$ cat src/hdl/gpb_defs.vh
// gpb_defs.vh: register map, reset values and layout constants for the gpio port block
// assumes: included by bare name from every design file of the block
`ifndef GPB_DEFS_VH
`define GPB_DEFS_VH

// register byte offsets within one port instance
`define GPB_OFS_PIN_INPUT_LEVEL   12'h000
`define GPB_OFS_PIN_OUTPUT_LEVEL  12'h004
`define GPB_OFS_PIN_DIRECTION     12'h008

// reset values
`define GPB_RST_PIN_OUTPUT_LEVEL  32'h00000000
`define GPB_RST_PIN_DIRECTION     32'h00000000

// instance address map
`define GPB_NUM_PORTS             6
`define GPB_PORT_STRIDE           32'h00001000
`define GPB_BASE_ADDR             32'hE004A000
`define GPB_PORT_SEL_LSB          12
`define GPB_REG_ADDR_MSB          11

// bus and port widths
`define GPB_DATA_W                32
`define GPB_ADDR_W                32
`define GPB_PORT_W                32

// axi response codes
`define GPB_RESP_OKAY             2'h0
`define GPB_RESP_SLVERR           2'h2

// synchroniser depth
`define GPB_SYNC_STAGES           2

`endif

$ cat src/hdl/gpb_sync.v
// gpb_sync.v: multi-stage synchroniser for a vector of pin inputs
// assumes: inputs are asynchronous to i_clk; only the last stage is read outside
`timescale 1ns/10ps
`include "gpb_defs.vh"

module gpb_sync #(
    parameter WIDTH  = 32,
    parameter STAGES = `GPB_SYNC_STAGES
)
(
    // clock and reset
    input  wire             i_clk,
    input  wire             i_rst,
    // data
    input  wire [WIDTH-1:0] i_async,
    output wire [WIDTH-1:0] o_sync
);

    reg [WIDTH-1:0] stage_q [0:STAGES-1];
    integer         k;

    // chain of flops; first stage feeds only the second
    always @(posedge i_clk or posedge i_rst)
    begin
        if (i_rst)
        begin
            for (k = 0; k < STAGES; k = k + 1)
                stage_q[k] <= {WIDTH{1'b0}};
        end
        else
        begin
            stage_q[0] <= i_async;
            for (k = 1; k < STAGES; k = k + 1)
                stage_q[k] <= stage_q[k-1];
        end
    end

    assign o_sync = stage_q[STAGES-1];

endmodule // gpb_sync

$ cat src/hdl/gpb_port.v
// gpb_port.v: one gpio port: pin sync, output level and direction registers
// assumes: register access strobes come from a bus slave on the same clock
`timescale 1ns/10ps
`include "gpb_defs.vh"

module gpb_port #(
    parameter [31:0] PIN_MASK = 32'hFFFFFFFF
)
(
    // clock and reset
    input  wire        i_clk,
    input  wire        i_rst,
    // register access
    input  wire        i_wr_out,
    input  wire        i_wr_dir,
    input  wire [31:0] i_wdata,
    output wire [31:0] o_in_level,
    output wire [31:0] o_out_level,
    output wire [31:0] o_dir,
    // pins
    input  wire [31:0] i_pin,
    input  wire [31:0] i_routed,
    output wire [31:0] o_pin_out,
    output wire [31:0] o_pin_oe
);

    reg  [31:0] out_q;
    reg  [31:0] dir_q;
    wire [31:0] sync_pin;

    // pins pass the synchroniser before any logic reads them
    gpb_sync #(
        .WIDTH  (32),
        .STAGES (`GPB_SYNC_STAGES)
    ) u_sync (
        .i_clk   (i_clk),
        .i_rst   (i_rst),
        .i_async (i_pin),
        .o_sync  (sync_pin)
    );

    // absent pins hold zero
    always @(posedge i_clk or posedge i_rst)
    begin
        if (i_rst)
        begin
            out_q <= `GPB_RST_PIN_OUTPUT_LEVEL;
            dir_q <= `GPB_RST_PIN_DIRECTION;
        end
        else
        begin
            if (i_wr_out)
                out_q <= i_wdata & PIN_MASK;
            if (i_wr_dir)
                dir_q <= i_wdata & PIN_MASK;
        end
    end

    assign o_in_level  = sync_pin & i_routed & PIN_MASK;
    assign o_out_level = out_q;
    assign o_dir       = dir_q;
    assign o_pin_out   = out_q & i_routed;
    assign o_pin_oe    = dir_q & i_routed;

endmodule // gpb_port

$ cat src/hdl/gpb_top.v
// gpb_top.v: six gpio ports behind one axi4-lite slave
// assumes: pins arrive asynchronously; a pad routing unit supplies per-pin route flags
`timescale 1ns/10ps
`include "gpb_defs.vh"

// Overview of operation
// - each port has up to 32 pins, each with its own direction and output level bit.
// - reading the input-level register returns each pin level after synchronisation.
// - writing the input-level register stores the value into the output-level register.
// - bits of unimplemented pins are reserved and always read as zero.
// - an input that is not routed to a pad reads as a constant zero.
// - an output that is not routed to a pad drives nothing.
// - an input-level bit reads one for a high pin and zero for a low pin.
// - six identical ports sit at bases spaced 0x1000 apart.
// - the set of implemented pins is configurable for each port.
// - an output-level bit drives a pin high when one and low when zero, resetting to zero.
// - a direction bit of one enables the driver, zero makes an input, resetting to zero.
module gpb_top #(
    parameter [31:0]  BASE_ADDR   = `GPB_BASE_ADDR,
    parameter [191:0] PIN_MASKS   = {32'h000FFFFF, 32'h00FFFFFF, 32'h0000FFFF,
                                     32'h0FFFFFFF, 32'h0FFFFFFF, 32'hFFFFFFFF}
)
(
    // clock and reset
    input  wire         I_REF_CLK,
    input  wire         I_RST,
    // axi4-lite write address
    input  wire         I_AWVALID,
    output reg          O_AWREADY,
    input  wire [31:0]  I_AWADDR,
    input  wire [2:0]   I_AWPROT,
    // axi4-lite write data
    input  wire         I_WVALID,
    output reg          O_WREADY,
    input  wire [31:0]  I_WDATA,
    input  wire [3:0]   I_WSTRB,
    // axi4-lite write response
    output reg          O_BVALID,
    input  wire         I_BREADY,
    output reg  [1:0]   O_BRESP,
    // axi4-lite read address
    input  wire         I_ARVALID,
    output reg          O_ARREADY,
    input  wire [31:0]  I_ARADDR,
    input  wire [2:0]   I_ARPROT,
    // axi4-lite read data
    output reg          O_RVALID,
    input  wire         I_RREADY,
    output reg  [31:0]  O_RDATA,
    output reg  [1:0]   O_RRESP,
    // pins, port n in bits 32n+31..32n
    input  wire [191:0] I_PIN,
    input  wire [191:0] I_PIN_ROUTED,
    output reg  [191:0] O_PIN,
    output reg  [191:0] O_PIN_OE
);

    localparam NP = `GPB_NUM_PORTS;

    // decode results
    reg         aw_hold_q;
    reg  [31:0] aw_addr_q;
    reg         w_hold_q;
    reg  [31:0] w_data_q;
    wire        do_write;
    wire        do_read;
    reg  [2:0]  wr_port;
    reg  [1:0]  wr_reg;
    reg         wr_ok;
    reg  [2:0]  rd_port;
    reg  [1:0]  rd_reg;
    reg         rd_ok;
    reg  [31:0] rd_val;

    // per-port buses
    wire [NP-1:0] wr_out;
    wire [NP-1:0] wr_dir;
    wire [191:0]  in_lv;
    wire [191:0]  out_lv;
    wire [191:0]  dir_lv;
    wire [191:0]  pin_o;
    wire [191:0]  pin_oe;

    // decode an address into port, register and hit flag
    function [5:0] gpb_decode;
        input [31:0] addr;
        reg   [31:0] rel;
        reg   [31:0] idx;
        reg   [11:0] ofs;
        reg   [1:0]  r;
        reg          hit;
        begin
            rel = addr - BASE_ADDR;
            idx = rel >> `GPB_PORT_SEL_LSB;
            ofs = rel[`GPB_REG_ADDR_MSB:0];
            r   = 2'h3;
            hit = 1'b0;
            if (addr >= BASE_ADDR && idx < NP)
            begin
                case (ofs)
                    `GPB_OFS_PIN_INPUT_LEVEL:  r = 2'h0;
                    `GPB_OFS_PIN_OUTPUT_LEVEL: r = 2'h1;
                    `GPB_OFS_PIN_DIRECTION:    r = 2'h2;
                    default:                   r = 2'h3;
                endcase
                hit = (r != 2'h3);
            end
            gpb_decode = {hit, idx[2:0], r};
        end
    endfunction

    assign do_write = aw_hold_q && w_hold_q && !O_BVALID;
    assign do_read  = I_ARVALID && O_ARREADY;

    always @*
    begin
        {wr_ok, wr_port, wr_reg} = gpb_decode(aw_addr_q);
        {rd_ok, rd_port, rd_reg} = gpb_decode(I_ARADDR);
    end

    // address and data may arrive in either order
    always @(posedge I_REF_CLK or posedge I_RST)
    begin
        if (I_RST)
        begin
            aw_hold_q <= 1'b0;
            aw_addr_q <= 32'h00000000;
            w_hold_q  <= 1'b0;
            w_data_q  <= 32'h00000000;
            O_AWREADY <= 1'b0;
            O_WREADY  <= 1'b0;
            O_BVALID  <= 1'b0;
            O_BRESP   <= `GPB_RESP_OKAY;
        end
        else
        begin
            O_AWREADY <= !aw_hold_q && !(I_AWVALID && O_AWREADY);
            O_WREADY  <= !w_hold_q && !(I_WVALID && O_WREADY);
            if (I_AWVALID && O_AWREADY)
            begin
                aw_hold_q <= 1'b1;
                aw_addr_q <= I_AWADDR;
            end
            if (I_WVALID && O_WREADY)
            begin
                w_hold_q <= 1'b1;
                w_data_q <= I_WDATA;
            end
            if (do_write)
            begin
                O_BVALID  <= 1'b1;
                O_BRESP   <= wr_ok ? `GPB_RESP_OKAY : `GPB_RESP_SLVERR;
                aw_hold_q <= 1'b0;
                w_hold_q  <= 1'b0;
            end
            else if (O_BVALID && I_BREADY)
                O_BVALID <= 1'b0;
        end
    end

    // write strobes per port; input-level writes land in output level
    genvar g;
    generate
        for (g = 0; g < NP; g = g + 1)
        begin : g_port
            assign wr_out[g] = do_write && wr_ok && wr_port == g &&
                               (wr_reg == 2'h0 || wr_reg == 2'h1);
            assign wr_dir[g] = do_write && wr_ok && wr_port == g && wr_reg == 2'h2;

            gpb_port #(
                .PIN_MASK (PIN_MASKS[32*g +: 32])
            ) u_port (
                .i_clk       (I_REF_CLK),
                .i_rst       (I_RST),
                .i_wr_out    (wr_out[g]),
                .i_wr_dir    (wr_dir[g]),
                .i_wdata     (w_data_q),
                .o_in_level  (in_lv[32*g +: 32]),
                .o_out_level (out_lv[32*g +: 32]),
                .o_dir       (dir_lv[32*g +: 32]),
                .i_pin       (I_PIN[32*g +: 32]),
                .i_routed    (I_PIN_ROUTED[32*g +: 32]),
                .o_pin_out   (pin_o[32*g +: 32]),
                .o_pin_oe    (pin_oe[32*g +: 32])
            );
        end
    endgenerate

    // read mux; reserved bits already masked to zero
    always @*
    begin
        case (rd_reg)
            2'h0:    rd_val = in_lv[32*rd_port +: 32];
            2'h1:    rd_val = out_lv[32*rd_port +: 32];
            2'h2:    rd_val = dir_lv[32*rd_port +: 32];
            default: rd_val = 32'h00000000;
        endcase
    end

    // single outstanding read
    always @(posedge I_REF_CLK or posedge I_RST)
    begin
        if (I_RST)
        begin
            O_ARREADY <= 1'b0;
            O_RVALID  <= 1'b0;
            O_RDATA   <= 32'h00000000;
            O_RRESP   <= `GPB_RESP_OKAY;
        end
        else
        begin
            O_ARREADY <= !O_RVALID && !do_read;
            if (do_read)
            begin
                O_RVALID <= 1'b1;
                O_RDATA  <= rd_ok ? rd_val : 32'h00000000;
                O_RRESP  <= rd_ok ? `GPB_RESP_OKAY : `GPB_RESP_SLVERR;
            end
            else if (O_RVALID && I_RREADY)
                O_RVALID <= 1'b0;
        end
    end

    // pin drivers registered; unrouted outputs go nowhere
    always @(posedge I_REF_CLK or posedge I_RST)
    begin
        if (I_RST)
        begin
            O_PIN    <= {192{1'b0}};
            O_PIN_OE <= {192{1'b0}};
        end
        else
        begin
            O_PIN    <= pin_o;
            O_PIN_OE <= pin_oe;
        end
    end

endmodule // gpb_top

$ cat config.mk
export PLATFORM = sky130hd
export DESIGN_NAME = gpb_top
export DESIGN_NICKNAME = d
export VERILOG_FILES = /design/src/hdl/gpb_sync.v /design/src/hdl/gpb_port.v /design/src/hdl/gpb_top.v
export VERILOG_INCLUDE_DIRS = /design/src /design/src/hdl
export SDC_FILE = /design/constraint.sdc
export NUM_CORES = 2
export LEC_CHECK = 0
export ABC_CLOCK_PERIOD_IN_PS = 29500
export BUFFER_PORTS_ARGS = -buffer_cell sky130_fd_sc_hd__buf_4
export CAP_MARGIN = 20
export CORE_AREA = 2 2 357 359
export CTS_CLUSTER_DIAMETER = 30
export DETAILED_ROUTE_END_ITERATION = 10
export DIE_AREA = 0 0 359 361
export HOLD_SLACK_MARGIN = 0.03
export PLACE_DENSITY = 0.53
export SETUP_SLACK_MARGIN = 0.5
export SKIP_LAST_GASP = 1
export SLEW_MARGIN = 25
export SYNTH_ARGS = -nofsm -noshare
export SYNTH_HDL_FRONTEND = slang
export SYNTH_SLANG_ARGS = --single-unit
$ cat constraint.sdc
create_clock -name I_REF_CLK -period 29.5 [get_ports I_REF_CLK]
set_input_delay 1.475 -clock I_REF_CLK [delete_from_list [all_inputs] [get_ports I_REF_CLK]]
set_output_delay 1.475 -clock I_REF_CLK [all_outputs]
set_load 0.02 [all_outputs]
### Word-level counts from Yosys, hierarchy flattened

Index checks and enable logic that the tools add are counted.

| cells by class | value |
|---|---|
| divide/modulo/power cells | 0 |
| $lt $le $gt $ge | 4 |
| add/subtract/negate cells | 2 |
| shifts and indexed selects | 3 |
| reductions and logical operators | 48 |
| $mul | 0 |
| equal/unequal tests | 15 |
| bitwise logic cells | 18 |
| mux-type cells | 20 |

Operators with widths:

| cell | number |
|---|---|
| 192-bit by 9-bit variable part select with 32-bit output | 3 |
| 28-bit by 32-bit AND with 32-bit output | 4 |
| 32-bit AND | 3 |
| 32-bit one-hot mux with 3 select lines | 1 |
| 16-bit by 32-bit AND with 32-bit output | 2 |
| 20-bit by 32-bit AND with 32-bit output | 2 |
| 24-bit by 32-bit AND with 32-bit output | 2 |
| 32-bit >= comparator (second input constant) | 2 |
| 32-bit subtractor (second input constant) | 2 |
| 28-bit AND | 2 |
| 20-bit by 3-bit less-than comparator with 1-bit output (second input constant) | 2 |
| 32-bit 2-to-1 mux | 1 |
| 1-bit logical AND | 31 |
| 24-bit AND | 1 |
| 12-bit by 3-bit equality test with 1-bit output (second input constant) | 2 |
| 12-bit by 4-bit equality test with 1-bit output (second input constant) | 2 |
| 12-bit logical NOT | 2 |
| 20-bit AND | 1 |
| 16-bit AND | 1 |
| 2-bit 2-to-1 mux | 6 |
| 2-bit one-hot mux with 3 select lines | 2 |
| 1-bit 2-to-1 mux | 10 |
| 2-bit nonzero test | 4 |
| 1-bit logical NOT | 7 |
| other kinds (9) | 15 |

| word-level totals | value |
|---|---|
| flip-flop bits (word level) | 1083 |
| bits in writable memories | 0 |
| latch bits | 0 |
| output and inout bits | 425 |
| memories kept | 0 |
| bits of input ports | 497 |
| ROM bits | 0 |

### Depth between registers and ports, before layout

| depth | value |
|---|---|
| depth after elaboration | 9 |
| depth in mapped cells | 21 |
| depth with buffers taken out | 15 |

### Modules after synthesis

A second synthesis with hierarchy kept.

| second synthesis, totals | value |
|---|---|
| cells, all modules | 3296 |
| area total of the unflattened synthesis | 46538.4 um2 |

By module, submodules not included:

| module | sequential area each (um2) | times used | cells an instance | area an instance (um2) |
|---|---|---|---|---|
| gpb_top | 12236.7 | 1 | 1413 | 18795.5 |
| gpb_sync | 1601.5 | 6 | 97 | 1845.5 |
| gpb_port (g_port[1].u_port ...) | 1401.3 | 2 | 224 | 2967.8 |
| gpb_port (g_port[0].u_port) | 1601.5 | 1 | 233 | 3294.4 |
| gpb_port (g_port[4].u_port) | 1201.2 | 1 | 216 | 2752.6 |
| gpb_port (g_port[5].u_port) | 1001.0 | 1 | 206 | 2479.9 |
| gpb_port (g_port[3].u_port) | 800.8 | 1 | 198 | 2207.1 |

### Worst setup path after synthesis

Ideal clock, no wire load.

| timing | value |
|---|---|
| kind | input -> register |
| from | in I_ARADDR[13] |
| to | reg O_RDATA[20] |
| buffers on the path | 7 |
| required time | 29.417 ns |
| setup slack | 24.140 ns |
| arrival | 5.278 ns |
| stages | 20 |
| cells stage by stage | clkbuf_1 inv_1 ha_1 nand2b_1 o21ai_0 a21oi_1 o32ai_1 and4_1 clkbuf_1 clkbuf_1 o21a_1 ha_1 clkbuf_1 clkbuf_1 clkbuf_1 clkbuf_1 a22oi_1 o21ai_0 a41oi_1 o21ai_0 |

| between the ends | value |
|---|---|
| longest elaborated chain between the ends | 7 |

RTL lines:

| item | line | source |
|---|---|---|
| start: declaration | gpb_top.v:44 | `input wire [31:0] I_ARADDR,` |
| 32-bit subtractor | gpb_top.v:93 | `rel = addr - BASE_ADDR;` |
| 20-bit by 3-bit less-than comparator with 1-bit output | gpb_top.v:98 | `if (addr >= BASE_ADDR && idx < NP)` |
| 1-bit logical AND | gpb_top.v:98 |  |
| 2-bit 2-to-1 mux | gpb_top.v:98 |  |
| 2-bit equality test (tied with other cells) | gpb_top.v:192 | `case (rd_reg)` |
| 32-bit one-hot mux with 3 select lines | gpb_top.v:192 |  |
| 32-bit 2-to-1 mux (*) | gpb_top.v:216 | `O_RDATA <= rd_ok ? rd_val : 32'h00000000;` |
| end signal: assignment | gpb_top.v:216 |  |
| end: declaration | gpb_top.v:49 | `output reg [31:0] O_RDATA,` |

Mark *: on every way between the ends. The rest lies on a longest branch, timed or not.
A chain may end at the register's enable or synchronous reset.

### Worst setup path in the final report

| timing | value |
|---|---|
| from | in I_ARADDR[13] |
| to | reg O_RDATA[0] |

Same word-level chain as after synthesis.

==> reports/results.tsv <==
stage	metric	value	unit
hold_path	hold_depth	0	
synth	synthCells	2667	
sta	max_freq	166	MHz
hold_path	hold_end	g_port[1].u_port.u_sync.o_sync[21]	
clock_tree	cts_tree	yes	
critical_path	worstPathRequired	30.20	ns
synth	avgSynthCellArea	13.9	um2
power	ir_drop	54.8	uV
routing	initialDrtViolationCount	1614	
sta	setup-tns-final	0	ns
synth	yosys-top-cells-area	dfrtp_1 (67%), mux2_2 (11%), and2_1 (5.0%)	
sta	setup_viol	0	
place	numPortBuffers	733	
clock_tree	holdBufCountCts	0	
floorplan	pin_count	922	
clock_tree	htreeDepth	4	
sta	drv_slew	0	
clock_tree	cts_root_buffer	clkbuf_16	
grt	antenna_found_initial	19	
routing	dr_total_vias	25236	
routing	drtPass1Iterations	7	
sta	skew	0.0556	ns
sta	hold_ws	0.320	ns
critical_path	crit_arrival	6.73	ns
floorplan	initial_core_util	29.6	%
floorplan	die_y	361	um
synth	async_reset_ff_share	100	%
routing	via_per_inst	4.70	
sta	period_needed	6.02	ns
synth	synth_edf_count	0	
synth	ys_ff_latch	993	
synth	seq_area_frac_synth	66.9	%
cells_and_area	final_nets	4016	
critical_path	worstSetupPathType	in2reg	
critical_path	rrSetupSlack	25.09	ns
clock_tree	cts_sinks	993	
run_status	status	finished clean	
synth	synth_top_area_share	66.9	%
clock_tree	cts_max_path_buffers	3	
synth	syn-cell-area	0.0371	mm2
synth	synthXorXnorAreaFrac	0.0236	%
grt	grt_pass1_vias	26770	
floorplan	die_area	0.130	mm2
hold_path	holdCritStartpoint	g_port[1].u_port.u_sync.stage_q[53]	
clock_tree	worstSkewPairLatency	0.82	ns
sta	rsz0062_at_grt	no	
power	p_leak	25.5	nW
sta	finalCritPeriodShare	20.4	%
critical_path	startpoint_type	input pin	
floorplan	core_area	0.125	mm2
hold_path	min_path_type	reg2reg	
synth	synth_top_family_by_area	multiplexers	
routing	avgRoutedWirePerCell	24.4	um
clock_tree	numCtsBuffers	221	
clock_tree	postCtsSetupBuffers	0	
synth	synth_compound_area_share	8.58	%
critical_path	r2r-start	aw_addr_q[13]	
grt	grt_pass1_wl	188	mm
flow_run	cap_violations	0	
floorplan	rows	130	
grt	grt.total_usage	20.1	%
cells_and_area	drive_gt1_share	42.4	%
floorplan	die_w	359	um
cells_and_area	syn2layout_area_growth	41.0	%
place	hpwl	89.1	mm
place	gp_congestion	0.814	
sta	max-slew-margin-rel	29.6	%
synth	yosys.area_share.simple	9.13	%
critical_path	r2r_cells	9	
routing	ant_nets	0	
clock_tree	ctsResizeCount	0	
synth	synth_fa_ha_area_share	0.168	%
sta	hold_violations	0	
synth	ys_types	69	
routing	wl	131	mm
place	placed_cell_area	0.0441	mm2
synth	synthMuxAreaShare	11.4	%
place	pre_cts_slack	22.62	ns
sta	setup_ws	23.48	ns
synth	synth_ff_type	dfrtp_1	
sta	tightest_slew	1.05	ns
power	power.density	85.3	mW/mm2
synth	synth_warnings	0	
critical_path	endpoint_kind	flip-flop	
grt	overflow	0	
synth	synth_top_area_cell	dfrtp_1	
cells_and_area	finish.instance_area	0.0524	mm2
critical_path	r2r-end	g_port[0].u_port.o_out_level[6]	
routing	drc	0	
critical_path	cp_max_fo	55	
clock_tree	cts.clk_slew.worst_paths	0.05	ns
critical_path	cp-startpoint	I_ARADDR[13]	
grt	grt_max_degree	180	
power breakdown:
| part | total (mW) | switching [mW] | leakage [nW] | internal [mW] |
|---|---|---|---|---|
| combinational | 0.278 | 0.158 | 8.49 | 0.120 |
| clock | 2.64 | 0.820 | 3.97 | 1.82 |
| sequential | 1.55 | 0.110 | 13.0 | 1.44 |
worst max path at each step:
stage                       end
floorplan             O_ARREADY
detailed placement  O_RDATA[14]
CTS                 O_RDATA[14]
global route        O_RDATA[14]
finish               O_RDATA[0]
global placement    O_RDATA[14]
metal layers:
metal	track usage [%]	share of wire [%]	routed length (um)	vias up
met5	0	0.10	136	-
met4	7.81	2.8	3620	20
met3	6.71	7.6	9980	214
met2	32.9	49	63700	907
met1	24.4	41	53700	12991
li1	-	-	-	11104
cell families after synthesis:
group	count (synthesis)
DFF	993
and+or+nand+nor	583
AOI/OAI and AO/OA	457
muxes	377
buffers and inverters	250
adders and majority gates	5
other	1
xor gates and xnor gates	1
metrics by stage:
stage | utilization [%] | cells | power, mW
finish | 41.8 | 5365 | 4.47
global route | 41.7 | 5362 | 4.63
CTS | 41.7 | 5355 | 4.51
detailed placement | 35.2 | 4939 | 1.85
global placement | 35.2 | 4939 | 1.84
floorplan | - | 2756 | 1.71
cell usage after synthesis, drive strengths merged, types with 9 or more instances:
library cell	n
mux2	376
nor4	9
nand3	73
buf	138
nand2	86
inv	9
o22ai	12
o211ai	33
a32o	13
a2111oi	9
and2	298
clkbuf	103
a22oi	85
nand4	15
a21oi	39
a31oi	25
nor2	50
a211oi	39
a221oi	52
o21ai	105
dfrtp	993
nor3	10
sequential cells by signal, summed over array words and instances, names as in the netlist, 32 cells and up:
name,flops
aw_addr_q,32
O_PIN_OE,148
g_port.u_port.u_sync.stage_q,148
g_port.u_port.o_out_level,148
g_port.u_port.u_sync.o_sync,148
O_PIN,148
w_data_q,32
O_RDATA,32
g_port.u_port.o_dir,148
cells in the final DEF (no fill, tap or decap), types with 6 or more instances in the layout:
cell	netlist	routed
clkinv_2	0	36
a211o_1	6	6
a21oi_1	39	39
nor3_2	6	6
a31oi_1	25	25
mux2_2	362	362
diode_2	0	8
clkbuf_16	0	224
o21a_1	6	6
nor4_1	8	8
a311oi_1	8	8
mux2_1	13	13
nand2_1	86	84
a211oi_1	39	39
nand4_1	8	8
inv_6	0	15
conb_1	1	90
clkbuf_1	103	16
nor2_1	50	50
nand3_1	73	72
clkbuf_8	0	37
dfrtp_1	993	993
and2_1	298	298
a2111oi_0	9	9
clkinvlp_4	0	23
o22ai_1	12	12
a22oi_1	85	85
buf_4	93	769
a32o_1	13	13
nand3b_1	6	6
a221oi_1	52	52
clkinv_4	0	19
o211ai_1	32	32
nand2b_1	7	6
bufinv_16	0	39
o21ai_0	105	104
inv_1	9	8
cell type report:
type                            instances  area (um2)
Sequential cell                       993       24800
Clock inverter                        140        2040
Timing Repair Buffer                  776        5910
Tap cell                             1650        2060
Fill cell                           11677       73000
Clock buffer                          276        6160
Multi-Input combinational cell       1513       11300
Inverter                                9        37.5
Antenna cell                            8        20.0
worst max-delay path, cell delays in order:
cell	delay, ns
buf_4	0.19
inv_1	0.21
ha_1	0.36
nor2_1	0.05
a2111oi_0	0.31
nor4bb_1	0.52
and4_1	0.27
buf_4	0.32
o21a_1	0.23
ha_4	0.14
buf_4	0.65
buf_4	0.68
a22oi_1	0.24
a211oi_1	0.28
a21oi_1	0.11
o22ai_1	0.35
nor2_1	0.08
o21ai_0	0.16
(Power assumes the default switching activity.)
